## config.mk

```make
export PLATFORM = sky130hd
export DESIGN_NAME = serep_core
export DESIGN_NICKNAME = d
export VERILOG_FILES = /design/src/core/serep_pkg.sv /design/src/core/serep_core.sv
export SDC_FILE = /design/constraint.sdc
export NUM_CORES = 2
export LEC_CHECK = 0
export BUFFER_PORTS_ARGS = -buffer_cell sky130_fd_sc_hd__buf_2
export CAP_MARGIN = 20
export CELL_PAD_IN_SITES_DETAIL_PLACEMENT = 1
export CELL_PAD_IN_SITES_GLOBAL_PLACEMENT = 1
export CORE_ASPECT_RATIO = 0.8
export CORE_MARGIN = 5
export CORE_UTILIZATION = 50
export CTS_BUF_LIST = sky130_fd_sc_hd__clkbuf_4
export DETAILED_ROUTE_END_ITERATION = 7
export PLACE_DENSITY_LB_ADDON = 0.1
export SYNTH_ARGS = -nofsm -noshare
export SYNTH_HDL_FRONTEND = slang
export SYNTH_SLANG_ARGS = --single-unit
```

## constraint.sdc

```tcl
create_clock -name ref_clk -period 32.5 [get_ports ref_clk]
set_input_delay 6.5 -clock ref_clk [delete_from_list [all_inputs] [get_ports ref_clk]]
set_output_delay 6.5 -clock ref_clk [all_outputs]
set_load 0.005 [all_outputs]
```

## src/core/serep_pkg.sv

```systemverilog
// Purpose: Shared constants and types for the serial endpoint routing and
//          transmit flow control block.
// Assumes: Build-time choices are package constants or top parameters.
// Notes:   All timing is counted on ref_clk (200 MHz).
package serep_pkg;

  // ==========================================================================
  // Address match
  localparam int unsigned ADDR_W = 34;
  localparam int unsigned CFG_MASK_W = 10;
  localparam int unsigned CFG_MATCH_LSB = 24;
  localparam int unsigned CFG_MATCH_MSB = 33;
  localparam logic [9:0] CFG_MASK_RST = 10'h3FF;

  // ==========================================================================
  // Transaction type codes carried beside each packet (4 bits)
  localparam int unsigned TT_W = 4;
  localparam logic [3:0] TT_NREAD = 4'h2;
  localparam logic [3:0] TT_NWRITE = 4'h5;
  localparam logic [3:0] TT_NWRITE_R = 4'h4;
  localparam logic [3:0] TT_SWRITE = 4'h6;
  localparam logic [3:0] TT_DOORBELL = 4'hA;
  localparam logic [3:0] TT_MESSAGE = 4'hB;
  localparam logic [3:0] TT_MAINT = 4'h8;
  localparam logic [3:0] TT_RESPONSE = 4'hD;
  localparam logic [3:0] TT_PORT_WRITE = 4'h9;
  localparam logic [3:0] TT_USER_DEF = 4'hF;

  // ==========================================================================
  // Receive port selection
  typedef enum logic [2:0] {
    SEREP_DST_IO     = 3'b000,
    SEREP_DST_TARGET = 3'b001,
    SEREP_DST_INIT   = 3'b010,
    SEREP_DST_MAINT  = 3'b011,
    SEREP_DST_USER   = 3'b100,
    SEREP_DST_MSG    = 3'b101,
    SEREP_DST_DROP   = 3'b110
  } serep_dst_t;

  // Port and message styles
  localparam logic PORT_STYLE_CONDENSED = 1'b0;
  localparam logic PORT_STYLE_INIT_TGT = 1'b1;
  typedef enum logic [1:0] {
    SEREP_MSG_WITH_IO   = 2'b00,
    SEREP_MSG_SEPARATE  = 2'b01,
    SEREP_MSG_WITH_USER = 2'b10
  } serep_msg_style_t;

  // Packet format: 1 = header-lite, 0 = raw stream
  localparam logic FMT_RAW_STREAM = 1'b0;
  localparam logic FMT_HEADER_LITE = 1'b1;

  // ==========================================================================
  // Transmit flow control
  localparam int unsigned BUF_CNT_W = 6;
  localparam int unsigned PRIO_W = 2;
  localparam logic [5:0] LOWEST_PRIO_THR_RST = 6'h03;
  localparam logic [5:0] MEDIUM_PRIO_THR_RST = 6'h02;
  localparam logic [5:0] HIGH_PRIO_THR_RST = 6'h01;

  // Link request retry limit; 7 means never fatal
  localparam int unsigned LREQ_W = 3;
  localparam logic [2:0] LREQ_LIMIT_RST = 3'h0;
  localparam logic [2:0] LREQ_NEVER_FATAL = 3'h7;

  // Idle sequences and lane rate (Mbaud)
  localparam int unsigned RATE_MBAUD_W = 13;
  localparam logic [12:0] RATE_IDLE1_MAX_MBAUD = 13'h1388;
  localparam int unsigned IDLE2_LFSR_W = 16;
  localparam logic [15:0] IDLE2_LFSR_SEED = 16'hACE1;
  typedef enum logic [1:0] {
    SEREP_IDLE_TRAIN = 2'b00,
    SEREP_IDLE_ONE   = 2'b01,
    SEREP_IDLE_TWO   = 2'b10
  } serep_idle_t;

  typedef enum logic [1:0] {
    SEREP_LNK_OK    = 2'b00,
    SEREP_LNK_WAIT  = 2'b01,
    SEREP_LNK_FATAL = 2'b10
  } serep_lnk_t;

endpackage : serep_pkg

```

## src/core/serep_core.sv

```systemverilog
// Purpose: Incoming routing, transmit ordering and priority gating, link
//          request retry limit and idle sequence choice of a serial endpoint.
// Assumes: One clock ref_clk at 200 MHz; synchronous active low rstn; all
//          inputs come from logic on the same clock.
// Notes:   Packets are described by header fields only; data paths are
//          outside. Software reaches a few registers over a plain port.
`timescale 1ns/1ps
`default_nettype none

module serep_core #(
  parameter logic PORT_STYLE = serep_pkg::PORT_STYLE_INIT_TGT,
  parameter logic USER_PORT_EN = 1'b1,
  parameter logic IO_FMT = serep_pkg::FMT_HEADER_LITE,
  parameter logic MSG_FMT = serep_pkg::FMT_HEADER_LITE,
  parameter serep_pkg::serep_msg_style_t MSG_STYLE = serep_pkg::SEREP_MSG_WITH_IO,
  parameter logic CFG_MATCH_EN = 1'b1,
  parameter logic [15:0] TT_ENABLED = 16'h2C74,
  parameter logic REORDER_EN = 1'b1,
  parameter logic RX_FC_ONLY = 1'b0,
  parameter logic [12:0] LANE_RATE_MBAUD = 13'h1388,
  parameter logic IDLE1_EN = 1'b1,
  parameter logic IDLE2_EN = 1'b1,
  parameter int unsigned TXQ_DEPTH = 8
) (
  // Clock and reset
  input wire logic ref_clk,
  input wire logic rstn,
  // Register port
  input wire logic [3:0] reg_addr,
  input wire logic [15:0] reg_wdata,
  input wire logic reg_wr,
  input wire logic reg_rd,
  output logic [15:0] reg_rdata,
  // Incoming packet header from the link
  input wire logic rx_valid,
  input wire logic [3:0] rx_ttype,
  input wire logic [33:0] rx_addr,
  input wire logic rx_is_response,
  input wire logic rx_is_local_resp,
  output logic rx_route_valid,
  output serep_pkg::serep_dst_t rx_route_dst,
  output logic rx_route_fmt,
  // Outgoing packet header from user ports
  input wire logic txq_in_valid,
  input wire logic [3:0] txq_in_ttype,
  input wire logic [1:0] txq_in_prio,
  input wire logic txq_in_is_response,
  output logic txq_in_ready,
  output logic tx_valid,
  output logic [1:0] tx_prio,
  output logic [3:0] tx_ttype,
  output logic tx_is_response,
  input wire logic tx_ready,
  // Partner buffer status and acknowledges
  input wire logic partner_tx_ctrl,
  input wire logic partner_status_valid,
  input wire logic [5:0] partner_free_bufs,
  input wire logic pkt_acked,
  // Link maintenance
  input wire logic link_req_sent,
  input wire logic link_resp_rcvd,
  output logic link_fatal,
  // Idle sequence
  input wire logic idle_train_done,
  input wire logic idle_train_pick2,
  input wire logic [2:0] link_width,
  input wire logic [3:0] lane_polarity,
  output logic idle1_sel,
  output logic idle2_sel,
  output logic short_ctrl_sym,
  output logic [22:0] idle2_info,
  output logic tx_fc_active
);

  // ==========================================================================
  // Register map (word index)
  localparam logic [3:0] REG_CFG_MASK = 4'h0;
  localparam logic [3:0] REG_LOWEST_THR = 4'h1;
  localparam logic [3:0] REG_MEDIUM_THR = 4'h2;
  localparam logic [3:0] REG_HIGH_THR = 4'h3;
  localparam logic [3:0] REG_LREQ_LIMIT = 4'h4;
  localparam logic [3:0] REG_STATUS = 4'h5;

  logic [9:0] cfg_mask, next_cfg_mask;
  logic [5:0] lowest_priority_threshold, next_lowest_priority_threshold;
  logic [5:0] medium_priority_threshold, next_medium_priority_threshold;
  logic [5:0] high_priority_threshold, next_high_priority_threshold;
  logic [2:0] lreq_limit, next_lreq_limit;
  logic [15:0] next_reg_rdata;
  logic [5:0] eff_free;
  logic [5:0] unacked;
  serep_pkg::serep_lnk_t lnk_state;
  logic [2:0] lreq_cnt;

  // Register writes and one-cycle-late reads
  always_comb begin
    next_cfg_mask = cfg_mask;
    next_lowest_priority_threshold = lowest_priority_threshold;
    next_medium_priority_threshold = medium_priority_threshold;
    next_high_priority_threshold = high_priority_threshold;
    next_lreq_limit = lreq_limit;
    next_reg_rdata = 16'h0000;
    if (reg_wr) begin
      case (reg_addr)
        REG_CFG_MASK: next_cfg_mask = reg_wdata[9:0];
        REG_LOWEST_THR: next_lowest_priority_threshold = reg_wdata[5:0];
        REG_MEDIUM_THR: next_medium_priority_threshold = reg_wdata[5:0];
        REG_HIGH_THR: next_high_priority_threshold = reg_wdata[5:0];
        REG_LREQ_LIMIT: next_lreq_limit = reg_wdata[2:0];
        default: ;
      endcase
    end
    if (reg_rd) begin
      case (reg_addr)
        REG_CFG_MASK: next_reg_rdata = {6'h00, cfg_mask};
        REG_LOWEST_THR: next_reg_rdata = {10'h000, lowest_priority_threshold};
        REG_MEDIUM_THR: next_reg_rdata = {10'h000, medium_priority_threshold};
        REG_HIGH_THR: next_reg_rdata = {10'h000, high_priority_threshold};
        REG_LREQ_LIMIT: next_reg_rdata = {13'h0000, lreq_limit};
        REG_STATUS: next_reg_rdata = {eff_free, unacked, tx_fc_active, link_fatal,
                                      idle2_sel, idle1_sel};
        default: next_reg_rdata = 16'h0000;
      endcase
    end
  end

  always_ff @(posedge ref_clk) begin
    if (!rstn) begin
      cfg_mask <= serep_pkg::CFG_MASK_RST;
      lowest_priority_threshold <= serep_pkg::LOWEST_PRIO_THR_RST;
      medium_priority_threshold <= serep_pkg::MEDIUM_PRIO_THR_RST;
      high_priority_threshold <= serep_pkg::HIGH_PRIO_THR_RST;
      lreq_limit <= serep_pkg::LREQ_LIMIT_RST;
      reg_rdata <= 16'h0000;
    end else begin
      cfg_mask <= next_cfg_mask;
      lowest_priority_threshold <= next_lowest_priority_threshold;
      medium_priority_threshold <= next_medium_priority_threshold;
      high_priority_threshold <= next_high_priority_threshold;
      lreq_limit <= next_lreq_limit;
      reg_rdata <= next_reg_rdata;
    end
  end

  // ==========================================================================
  // Receive routing
  logic tt_en, cfg_hit, is_user, is_msg, is_pw;
  serep_pkg::serep_dst_t next_dst;
  logic next_fmt, next_rvalid;

  always_comb begin
    tt_en = TT_ENABLED[rx_ttype] || rx_is_response;
    is_user = (rx_ttype == serep_pkg::TT_USER_DEF);
    is_msg = (rx_ttype == serep_pkg::TT_MESSAGE);
    is_pw = (rx_ttype == serep_pkg::TT_PORT_WRITE);
    cfg_hit = CFG_MATCH_EN && (IO_FMT == serep_pkg::FMT_HEADER_LITE) && tt_en
              && !rx_is_response && !is_user && !is_msg
              && (rx_addr[serep_pkg::CFG_MATCH_MSB:serep_pkg::CFG_MATCH_LSB]
                  == cfg_mask);
    next_rvalid = rx_valid;
    next_fmt = IO_FMT;
    if (is_pw) begin
      next_dst = serep_pkg::SEREP_DST_DROP;
    end else if (rx_ttype == serep_pkg::TT_MAINT || cfg_hit) begin
      next_dst = serep_pkg::SEREP_DST_MAINT;
    end else if (is_msg && MSG_STYLE == serep_pkg::SEREP_MSG_SEPARATE) begin
      next_dst = serep_pkg::SEREP_DST_MSG;
      next_fmt = MSG_FMT;
    end else if (is_user || (is_msg && MSG_STYLE == serep_pkg::SEREP_MSG_WITH_USER)) begin
      // Unqualified user traffic needing redirection is left to user logic
      next_dst = USER_PORT_EN ? serep_pkg::SEREP_DST_USER : serep_pkg::SEREP_DST_IO;
      next_fmt = USER_PORT_EN ? serep_pkg::FMT_RAW_STREAM : IO_FMT;
    end else if (PORT_STYLE == serep_pkg::PORT_STYLE_CONDENSED) begin
      next_dst = serep_pkg::SEREP_DST_IO;
    end else if (rx_is_response) begin
      next_dst = serep_pkg::SEREP_DST_INIT;
    end else begin
      next_dst = serep_pkg::SEREP_DST_TARGET;
    end
    // Header-lite needs a decoder for this type, else raw stream
    if (next_fmt == serep_pkg::FMT_HEADER_LITE && !tt_en && !is_msg) begin
      next_fmt = serep_pkg::FMT_RAW_STREAM;
    end
    if (next_dst == serep_pkg::SEREP_DST_DROP) begin
      next_rvalid = 1'b0;
    end
  end

  always_ff @(posedge ref_clk) begin
    if (!rstn) begin
      rx_route_valid <= 1'b0;
      rx_route_dst <= serep_pkg::SEREP_DST_IO;
      rx_route_fmt <= 1'b0;
    end else begin
      rx_route_valid <= next_rvalid;
      rx_route_dst <= next_dst;
      rx_route_fmt <= next_fmt;
    end
  end

  // ==========================================================================
  // Transmit queue: lowest-free slots tagged by arrival, picked by class then priority
  logic [TXQ_DEPTH-1:0] q_v, next_q_v;
  logic [1:0] q_prio [TXQ_DEPTH];
  logic [3:0] q_tt [TXQ_DEPTH];
  logic [TXQ_DEPTH-1:0] q_rsp;
  logic [31:0] q_seq [TXQ_DEPTH];
  logic [31:0] seq_cnt;
  logic [$clog2(TXQ_DEPTH)-1:0] wr_slot, pick;
  logic have_free, pick_ok;
  logic [3:0] prio_ok;
  logic accept, send;

  // Free slot and gated selection
  always_comb begin
    wr_slot = '0;
    have_free = 1'b0;
    for (int i = TXQ_DEPTH - 1; i >= 0; i--) begin
      if (!q_v[i]) begin
        wr_slot = i[$clog2(TXQ_DEPTH)-1:0];
        have_free = 1'b1;
      end
    end
    pick = '0;
    pick_ok = 1'b0;
    for (int i = 0; i < TXQ_DEPTH; i++) begin
      if (q_v[i] && (q_rsp[i] || prio_ok[q_prio[i]])) begin
        if (!pick_ok) begin
          pick = i[$clog2(TXQ_DEPTH)-1:0];
          pick_ok = 1'b1;
        end else if (q_rsp[i] != q_rsp[pick]) begin
          if (q_rsp[i]) pick = i[$clog2(TXQ_DEPTH)-1:0];
        end else if (REORDER_EN && !q_rsp[i] && q_prio[i] != q_prio[pick]) begin
          if (q_prio[i] > q_prio[pick]) pick = i[$clog2(TXQ_DEPTH)-1:0];
        end else if (q_seq[i] < q_seq[pick]) begin
          pick = i[$clog2(TXQ_DEPTH)-1:0];
        end
      end
    end
    // Without reordering, only the oldest request may leave
    if (!REORDER_EN && pick_ok && !q_rsp[pick]) begin
      for (int i = 0; i < TXQ_DEPTH; i++) begin
        if (q_v[i] && !q_rsp[i] && q_seq[i] < q_seq[pick]) pick_ok = 1'b0;
      end
    end
    txq_in_ready = have_free;
    accept = txq_in_valid && have_free && txq_in_ttype != serep_pkg::TT_PORT_WRITE;
    tx_valid = pick_ok;
    tx_prio = q_prio[pick];
    tx_ttype = q_tt[pick];
    tx_is_response = q_rsp[pick];
    send = pick_ok && tx_ready;
    next_q_v = q_v;
    if (send) next_q_v[pick] = 1'b0;
    if (txq_in_valid && have_free) next_q_v[wr_slot] = accept;
  end

  // Slot storage; port-write requests are never stored
  always_ff @(posedge ref_clk) begin
    if (!rstn) begin
      q_v <= '0;
      seq_cnt <= 32'h00000000;
    end else begin
      q_v <= next_q_v;
      if (accept) begin
        q_prio[wr_slot] <= txq_in_prio;
        q_tt[wr_slot] <= txq_in_ttype;
        q_rsp[wr_slot] <= txq_in_is_response;
        q_seq[wr_slot] <= seq_cnt;
        seq_cnt <= seq_cnt + 32'h00000001;
      end
    end
  end

  // ==========================================================================
  // Partner credit and watermark gating
  logic fc_tx, next_fc_tx;
  logic [5:0] partner_bufs, next_partner_bufs, next_unacked;

  always_comb begin
    next_fc_tx = fc_tx;
    if (partner_status_valid && !partner_tx_ctrl) next_fc_tx = 1'b0;
    next_partner_bufs = partner_status_valid ? partner_free_bufs : partner_bufs;
    next_unacked = unacked + {5'h00, send} - {5'h00, pkt_acked && unacked != 6'h00};
    eff_free = (partner_bufs > unacked) ? partner_bufs - unacked : 6'h00;
    if (fc_tx) begin
      prio_ok[0] = eff_free >= lowest_priority_threshold;
      prio_ok[1] = eff_free >= medium_priority_threshold;
      prio_ok[2] = eff_free >= high_priority_threshold;
      prio_ok[3] = eff_free != 6'h00;
    end else begin
      prio_ok = 4'hF;
    end
  end

  always_ff @(posedge ref_clk) begin
    if (!rstn) begin
      fc_tx <= !RX_FC_ONLY;
      partner_bufs <= 6'h00;
      unacked <= 6'h00;
    end else begin
      fc_tx <= next_fc_tx;
      partner_bufs <= next_partner_bufs;
      unacked <= next_unacked;
    end
  end
  assign tx_fc_active = fc_tx;

  // ==========================================================================
  // Link request retry limit
  serep_pkg::serep_lnk_t next_lnk_state;
  logic [2:0] next_lreq_cnt;

  always_comb begin
    next_lnk_state = lnk_state;
    next_lreq_cnt = lreq_cnt;
    case (lnk_state)
      serep_pkg::SEREP_LNK_OK: begin
        if (link_req_sent) begin
          next_lreq_cnt = 3'h1;
          next_lnk_state = serep_pkg::SEREP_LNK_WAIT;
        end
      end
      serep_pkg::SEREP_LNK_WAIT: begin
        if (link_resp_rcvd) begin
          next_lreq_cnt = 3'h0;
          next_lnk_state = serep_pkg::SEREP_LNK_OK;
        end else if (link_req_sent && lreq_cnt != 3'h7) begin
          next_lreq_cnt = lreq_cnt + 3'h1;
        end
        if (!link_resp_rcvd && lreq_limit != serep_pkg::LREQ_NEVER_FATAL
            && next_lreq_cnt > lreq_limit) begin
          next_lnk_state = serep_pkg::SEREP_LNK_FATAL;
        end
      end
      serep_pkg::SEREP_LNK_FATAL: next_lnk_state = serep_pkg::SEREP_LNK_FATAL;
      default: next_lnk_state = serep_pkg::SEREP_LNK_OK;
    endcase
  end

  always_ff @(posedge ref_clk) begin
    if (!rstn) begin
      lnk_state <= serep_pkg::SEREP_LNK_OK;
      lreq_cnt <= 3'h0;
    end else begin
      lnk_state <= next_lnk_state;
      lreq_cnt <= next_lreq_cnt;
    end
  end
  assign link_fatal = (lnk_state == serep_pkg::SEREP_LNK_FATAL);

  // ==========================================================================
  // Idle sequence selection and second-idle content
  localparam logic RATE_LOW = (LANE_RATE_MBAUD <= serep_pkg::RATE_IDLE1_MAX_MBAUD);
  localparam logic USE1 = IDLE1_EN && RATE_LOW;
  localparam logic USE2 = IDLE2_EN || !USE1;
  serep_pkg::serep_idle_t idle_st, next_idle_st;
  logic [15:0] lfsr, next_lfsr;

  always_comb begin
    next_idle_st = idle_st;
    case (idle_st)
      serep_pkg::SEREP_IDLE_TRAIN: begin
        if (idle_train_done) begin
          next_idle_st = idle_train_pick2 ? serep_pkg::SEREP_IDLE_TWO
                                          : serep_pkg::SEREP_IDLE_ONE;
        end
      end
      serep_pkg::SEREP_IDLE_ONE: next_idle_st = serep_pkg::SEREP_IDLE_ONE;
      serep_pkg::SEREP_IDLE_TWO: next_idle_st = serep_pkg::SEREP_IDLE_TWO;
      default: next_idle_st = serep_pkg::SEREP_IDLE_TRAIN;
    endcase
    next_lfsr = {lfsr[14:0], lfsr[15] ^ lfsr[13] ^ lfsr[12] ^ lfsr[10]};
  end

  always_ff @(posedge ref_clk) begin
    if (!rstn) begin
      idle_st <= (USE1 && USE2) ? serep_pkg::SEREP_IDLE_TRAIN
               : (USE1 ? serep_pkg::SEREP_IDLE_ONE : serep_pkg::SEREP_IDLE_TWO);
      lfsr <= serep_pkg::IDLE2_LFSR_SEED;
      idle2_info <= 23'h000000;
    end else begin
      idle_st <= next_idle_st;
      lfsr <= next_lfsr;
      idle2_info <= {link_width, lane_polarity, lfsr};
    end
  end

  // Short control symbols go with the first idle
  assign idle1_sel = (idle_st == serep_pkg::SEREP_IDLE_ONE);
  assign idle2_sel = (idle_st == serep_pkg::SEREP_IDLE_TWO);
  assign short_ctrl_sym = idle1_sel;

endmodule : serep_core

`default_nettype wire

```

# Word level (Yosys, flattened, before mapping)
# Memories as Yosys holds them, arrays and structs flattened.
# Cells that the tools add are included.
[classes]
n_addsub = 5
order_cmp = 38
eq_ne = 35
muxes = 137
bitwise = 6
n_reduce_logical = 71
[op_table]
columns = ["cell", "n"]
rows = [
  ["$lt 32x32->1", 7],
  ["$mux 3", 61],
  ["$pmux 16 s6", 1],
  ["$mux 1", 43],
  ["$add 32x1->32 const B", 1],
  ["$lt 3x4->1 const B", 8],
  ["$logic_and 1x1->1", 31],
  ["$lt 2x3->1 const B", 8],
  ["$bmux 1 s3", 7],
  ["$ge 6x6->1", 3],
  ["$reduce_and 2->1", 9],
  ["$bmux 1 s2", 8],
  ["$bwmux 8", 2],
  ["$eq 4x4->1 const B", 4],
  ["$mux 8", 2],
  ["$gt 2x2->1", 7],
  ["$ne 2x2->1", 7],
  ["$logic_not 1->1", 13],
  ["$mux 2", 6],
  ["$pmux 2 s3", 2],
  ["$reduce_bool 6->1", 2],
  ["$eq 10x10->1", 1],
  ["$logic_or 1x1->1", 10],
  ["$ne 3x3->1 const B", 3],
  ["other kinds (29)", 46],
]
[word_totals]
ff_bits = 159
mem_bits_rw = 304
mem_bits_ro = 16
inputBits = 94
output_inout_bits = 58
word_cells = 316
memories = 4
[memory_table]
columns = ["memory", "words", "word_bits", "read_ports", "rd_ports_with_merged_regs", "wr", "line", "text"]
rows = [
  ["q_seq", 8, 32, 14, 0, 1, "serep_core.sv:207", "logic [31:0] q_seq [TXQ_DEPTH];"],
  ["q_tt", 8, 4, 1, 0, 1, "serep_core.sv:205", "logic [3:0] q_tt [TXQ_DEPTH];"],
  ["(no name shown)", 16, 1, 1, 0, 0, "serep_core.sv:152", "tt_en = TT_ENABLED[rx_ttype] || rx_is_response;"],
  ["q_prio", 8, 2, 15, 0, 1, "serep_core.sv:204", "logic [1:0] q_prio [TXQ_DEPTH];"],
]

# Logic depth before layout (Yosys ltp)
# An unclocked memory read counts as a cell.
[depth]
ltp_word = 62
ltp_mapped = 139
ltp_nobuf = 126

# Least setup slack after synthesis
# No wires, ideal clock.
[synth_timing]
path_type = "register to output"
start = "register unacked[1]"
end = "output port tx_prio[0]"
t_arrival_ps = 22329
t_required_ps = 26000
setup_slack_ps = 3671
path_stages_with_launch = 121
cell_sequence = "dfxtp_1 -> inv_1 -> ha_1 -> and3b_1 -> or2_2 -> a21o_1 -> a21oi_1 -> o21ai_0 -> ha_1 -> and3_1 -> buf_1 -> a21oi_1 -> nor4b_2 -> o21ai_1 -> o2bb2ai_1 -> nor2_1 -> clkbuf_1 -> mux2i_1 -> [... 85 more ...] -> buf_1 -> nand2_1 -> and3_1 -> a211oi_1 -> a31oi_1 -> ha_1 -> a21o_1 -> a221oi_1 -> o211ai_1 -> a211oi_1 -> nand2_1 -> nor2_1 -> nand2_1 -> o31ai_1 -> maj3_2 -> o21bai_2 -> buf_4 -> mux2_2"
[synth_between]
elab_chain_cells = 54
elab_cells_between_ends = 135
classes_between = "add/sub: 1; order compare: 16; eq/ne: 12; mux: 81; reduce/logical: 23; memory: 2"
[synth_rtl]
columns = ["element", "line", "text"]
rows = [
  ["start, declared", "serep_core.sv:91", "logic [5:0] unacked;"],
  ["start signal, assigned", "serep_core.sv:304", "unacked <= next_unacked;"],
  ["$sub 6x6->6 / $gt 6x6->1 (equally long branches)", "serep_core.sv:285", "eff_free = (partner_bufs > unacked) ? partner_bufs - unacked : 6'h00;"],
  ["$mux 6 *", "serep_core.sv:285", ""],
  ["$ge 6x6->1, or another cell as far along", "serep_core.sv:287", "prio_ok[0] = eff_free >= lowest_priority_threshold;"],
  ["$mux 4 *", "serep_core.sv:286", "if (fc_tx) begin"],
  ["$bmux 1 s2", "serep_core.sv:227", "if (q_v[i] && (q_rsp[i] || prio_ok[q_prio[i]])) begin"],
  ["$mux 1 (not written as such)", "serep_core.sv:227", ""],
  ["$logic_or 1x1->1", "serep_core.sv:227", ""],
  ["$logic_and 1x1->1", "serep_core.sv:227", ""],
  ["[... 38 more ...]", "-", ""],
  ["$mem_v2 8x32 / $mem_v2 8x2 (equally long branches)", "-", ""],
  ["$lt 32x32->1, or another cell as far along", "serep_core.sv:235", "end else if (q_seq[i] < q_seq[pick]) begin"],
  ["$mux 3, or another cell as far along", "serep_core.sv:235", ""],
  ["$mux 3", "serep_core.sv:233", "end else if (REORDER_EN && !q_rsp[i] && q_prio[i] != q_prio[pick]) begin"],
  ["$mux 3", "serep_core.sv:231", "end else if (q_rsp[i] != q_rsp[pick]) begin"],
  ["$mux 3", "serep_core.sv:228", "if (!pick_ok) begin"],
  ["$mux 3 *", "serep_core.sv:227", ""],
  ["$mem_v2 8x2", "-", ""],
  ["end, declared", "serep_core.sv:50", "output logic [1:0] tx_prio,"],
]
# Mark *: on every way between the ends. The rest lies on a longest branch, timed or not. The select of a mux whose other input is x is not followed.

# Worst setup path in the final report
[layout_timing]
start = "register unacked[0]"
end = "output port tx_ttype[1]"
[layout_between]
elab_chain_cells = 54
elab_cells_between_ends = 136
classes_between = "add/sub: 1; order compare: 16; eq/ne: 12; mux: 81; reduce/logical: 23; memory: 3"
[layout_rtl]
columns = ["element", "line", "text"]
rows = [
  ["$sub 6x6->6 / $gt 6x6->1 (equally long branches)", "serep_core.sv:285", ""],
  ["$mux 6 *", "serep_core.sv:285", ""],
  ["$ge 6x6->1, or another cell as far along", "serep_core.sv:287", ""],
  ["$mux 4 *", "serep_core.sv:286", ""],
  ["$bmux 1 s2", "serep_core.sv:227", ""],
  ["$mux 1 (not written as such)", "serep_core.sv:227", ""],
  ["$logic_or 1x1->1", "serep_core.sv:227", ""],
  ["$logic_and 1x1->1", "serep_core.sv:227", ""],
  ["[... 38 more ...]", "-", ""],
  ["$mem_v2 8x32 / $mem_v2 8x2 (equally long branches)", "-", ""],
  ["$lt 32x32->1, or another cell as far along", "serep_core.sv:235", ""],
  ["$mux 3, or another cell as far along", "serep_core.sv:235", ""],
  ["$mux 3", "serep_core.sv:233", ""],
  ["$mux 3", "serep_core.sv:231", ""],
  ["$mux 3", "serep_core.sv:228", ""],
  ["$mux 3 *", "serep_core.sv:227", ""],
  ["$mem_v2 8x4 *", "-", ""],
  ["end, declared", "serep_core.sv:51", "output logic [3:0] tx_ttype,"],
]
# Marks and branches as above.

==> flow_summary.ini <==
[synth]
netlist_top_cells_area = edfxtp_1, ha_1, dfxtp_1, mux2i_1, nand2_1
yosys.area.top_type = edfxtp_1
synth_warnings = 0
yosys.area_share.simple_pct = 14.5
synth.distinct_cells = 91
synth_nets = 3390
synth_seq_cells = 455
synthTopCellsByCount = nand2_1, edfxtp_1, ha_1
synth-adder-area-share_pct = 11.8
synth_edf_count = 312
synth_top_area_share_pct = 32.1
synthFlopType = edfxtp_1
yosys-mux-area-fraction_pct = 7.49
synth_top_family_by_area = compound AO/OA/AOI/OAI gates
synthXorXnorAreaFrac_pct = 1.47
synth_cells = 3025
yosysSeqAreaShare_pct = 41.9
syn_avg_cell_area_um2 = 9.65
ys_async_sr_fraction_pct = 0
syn_area_mm2 = 0.0292
synth_most_common_cell = nand2_1
synth_compound_area_share_pct = 18.8

[cells_and_area]
nFillCells = 6556
nets = 3698
area_growth_pct = 17.2
stdcell_count = 4205
drive_above_1_share_pct = 20.6
finalCoreUtilization_pct = 58.9

[grt]
grt.overflow.total = 0
grt_pass1_wl_um = 164000
antenna_found_initial = 5
grt_max_degree = 68
track_usage_pct = 33.4
grt_pass1_vias = 27500

[clock_tree]
cts_buffers = 118
ctsHtreeMaxLevel = 3
cts.clk_slew.worst_paths_ps = 70
clk_latency_ps = 950
numClockSinks = 455
clock-root-buffer = clkbuf_4
clockBufferDepth = 3
cts_tree = done

[drt]
post_drt_via_cell_ratio = 6.42
via_count = 27000
first_iter_violations = 2514
ant_nets = 0
drcViolationCount = 0
first_pass_iters = 5
wl_met1_um = 48500
wl_um = 110000
routed-wl-met2_um = 48500
wl_met3_um = 9960
avgRoutedWirePerCell_um = 26.2
top_layer = met5

[critical_path]
path_class = register to output pin
cpPeakStageDelay_ps = 420
cp-start-kind = register
crit_slowest_cell = fa_1
crit_path_end_kind = output pin
worstPathRequired_ps = 26000
critical_path_arrival_ps = 25270
reg2reg_depth = 122
crit_fanout = 26
crit-reg2reg-launch = unacked[0]
crit_path_frequent_cell = buf_4
timing.rr.end = q_v[1]
rrSetupSlack_ps = 7990

[pwr]
leakage_nw = 13.7
vdd_drop_max_uv = 34.4
power_density_mw_per_mm2 = 55.5

[timing]
drv_slew = 0
layout_min_cycle_time_ps = 31770
finalSetupViolCount = 0
tightestPinTransition_ps = 1120
setup-tns-final_ps = 0
fmaxAchievable_mhz = 31.5
maxSlewHeadroom_pct = 25.3
hold_violations = 0
clock_skew_ps = 89.6
period_share_pct = 97.8

[placed_design]
port_buffers = 120
placedCellCount = 3955
gp_congestion = 0.955
hpwl_um = 79600

[floorplan]
die_area_mm2 = 0.0633
initial_core_util_pct = 50.3
die_x_um = 280
core_mm2 = 0.0580
io_pins = 152
die_y_um = 226
row_count = 79

[worst_hold_path]
holdPathStages = 1
whs_endpoint = idle2_info[0]
min_from = lfsr[0]
hold_path.class = register to register

[flow_run]
drv_cap = 0

[outcome]
outcome = finished, final reports clean
==> report_power, final <==
| part | internal, mW | switching (mW) | leakage [nW] |
|---|---|---|---|
| Combinational | 0.298 | 0.429 | 8.84 |
| Sequential | 0.629 | 0.0154 | 3.95 |
| Clock | 0.272 | 0.256 | 0.930 |
==> per-layer routing <==
metal | global-route usage [%] | up-vias
met5 | 0 | -
li1 | - | 12000
met1 | 47.3 | 13500
met2 | 51.8 | 1326
met3 | 7.39 | 225
met4 | 9.81 | 2
==> layout make-up <==
type / instances / area [µm²] / area share (%)
Tap cell: 769 / 962 / 2.81
Clock buffer: 176 / 1320 / 3.86
Antenna cell: 7 / 17.5 / 0.0512
Inverter: 130 / 488 / 1.43
Clock inverter: 40 / 250 / 0.732
Timing Repair Buffer: 355 / 2690 / 7.87
Sequential cell: 455 / 12200 / 35.8
Multi-Input combinational cell: 2273 / 16200 / 47.5
==> critical path, delay by kind of cell (launching register included) <==
kind            cells  cell delay [ps]
mux                 3              740
fa+ha+maj          11             3470
simple gates       28             4600
compound gates     53             9950
flops               1              400
buf+inv            27             5130
==> sequential cells by signal (all words and copies together) (netlist names), 8 cells and up <==
signal and flops:
q_v 8, reg_rdata 16, q_prio 16, idle2_info 23, q_seq 256, lfsr 8, seq_cnt 32, cfg_mask 10
q_rsp 8, q_tt 32
==> stage by stage <==
step	setup slack (ps)	area (µm²)	hold WS, ps	power, mW
global placement	375	31900	408	1.28
floorplan	3670	29200	402	1.07
detailed placement	-126	31900	428	1.31
CTS	137	33600	429	1.85
global route	-288	34200	430	2.00
finish	731	34200	429	1.90
==> worst max-delay path by stage <==
| stage | from | end | slack [ps] | cells past startpoint |
|---|---|---|---|---|
| detailed placement | unacked[0] | tx_ttype[2] | -130 | 133 |
| finish | unacked[0] | tx_ttype[1] | 730 | 122 |
| global route | unacked[0] | tx_ttype[2] | -290 | 130 |
| CTS | unacked[0] | tx_ttype[1] | 140 | 135 |
| floorplan | unacked[1] | tx_prio[0] | 3670 | 120 |
| global placement | unacked[0] | tx_ttype[1] | 370 | 118 |
==> timing repair <==
item | 4_1_cts | 5_1_grt
hold buffers | 0 | 0
pin swaps | 2 | 17
setup buffers | 1 | 21
resized for setup | 22 | 78
endpoints found under the setup margin | 7 | 7
gates cloned | 1 | 4
==> layout by cell type, fill, tap and decap left out, drive strengths merged, types with 37 or more instances in the layout <==
cell type / n
edfxtp: 312
buf: 350
dfxtp: 143
mux2i: 143
nor2b: 40
nand2: 372
a31oi: 53
a211oi: 54
ha: 269
clkinv: 37
a21oi: 210
inv: 130
nor2: 203
xor2: 37
a21o: 50
mux2: 57
o211ai: 126
o211a: 39
and3: 46
nand3: 65
o21ai: 175
nand4: 50
clkbuf: 181
==> cells by family (layout without fill, tap and decap cells) <==
kind of cell / after synthesis / after routing
other: 0 / 7
buffers and inverters: 298 / 701
XOR/XNOR: 49 / 49
flip-flops: 455 / 455
adder cells (fa/ha/maj): 275 / 275
multiplexers: 205 / 205
AND/OR/NAND/NOR: 914 / 914
AO/OA/AOI/OAI: 829 / 830
Power figures use the tool's default switching activity.
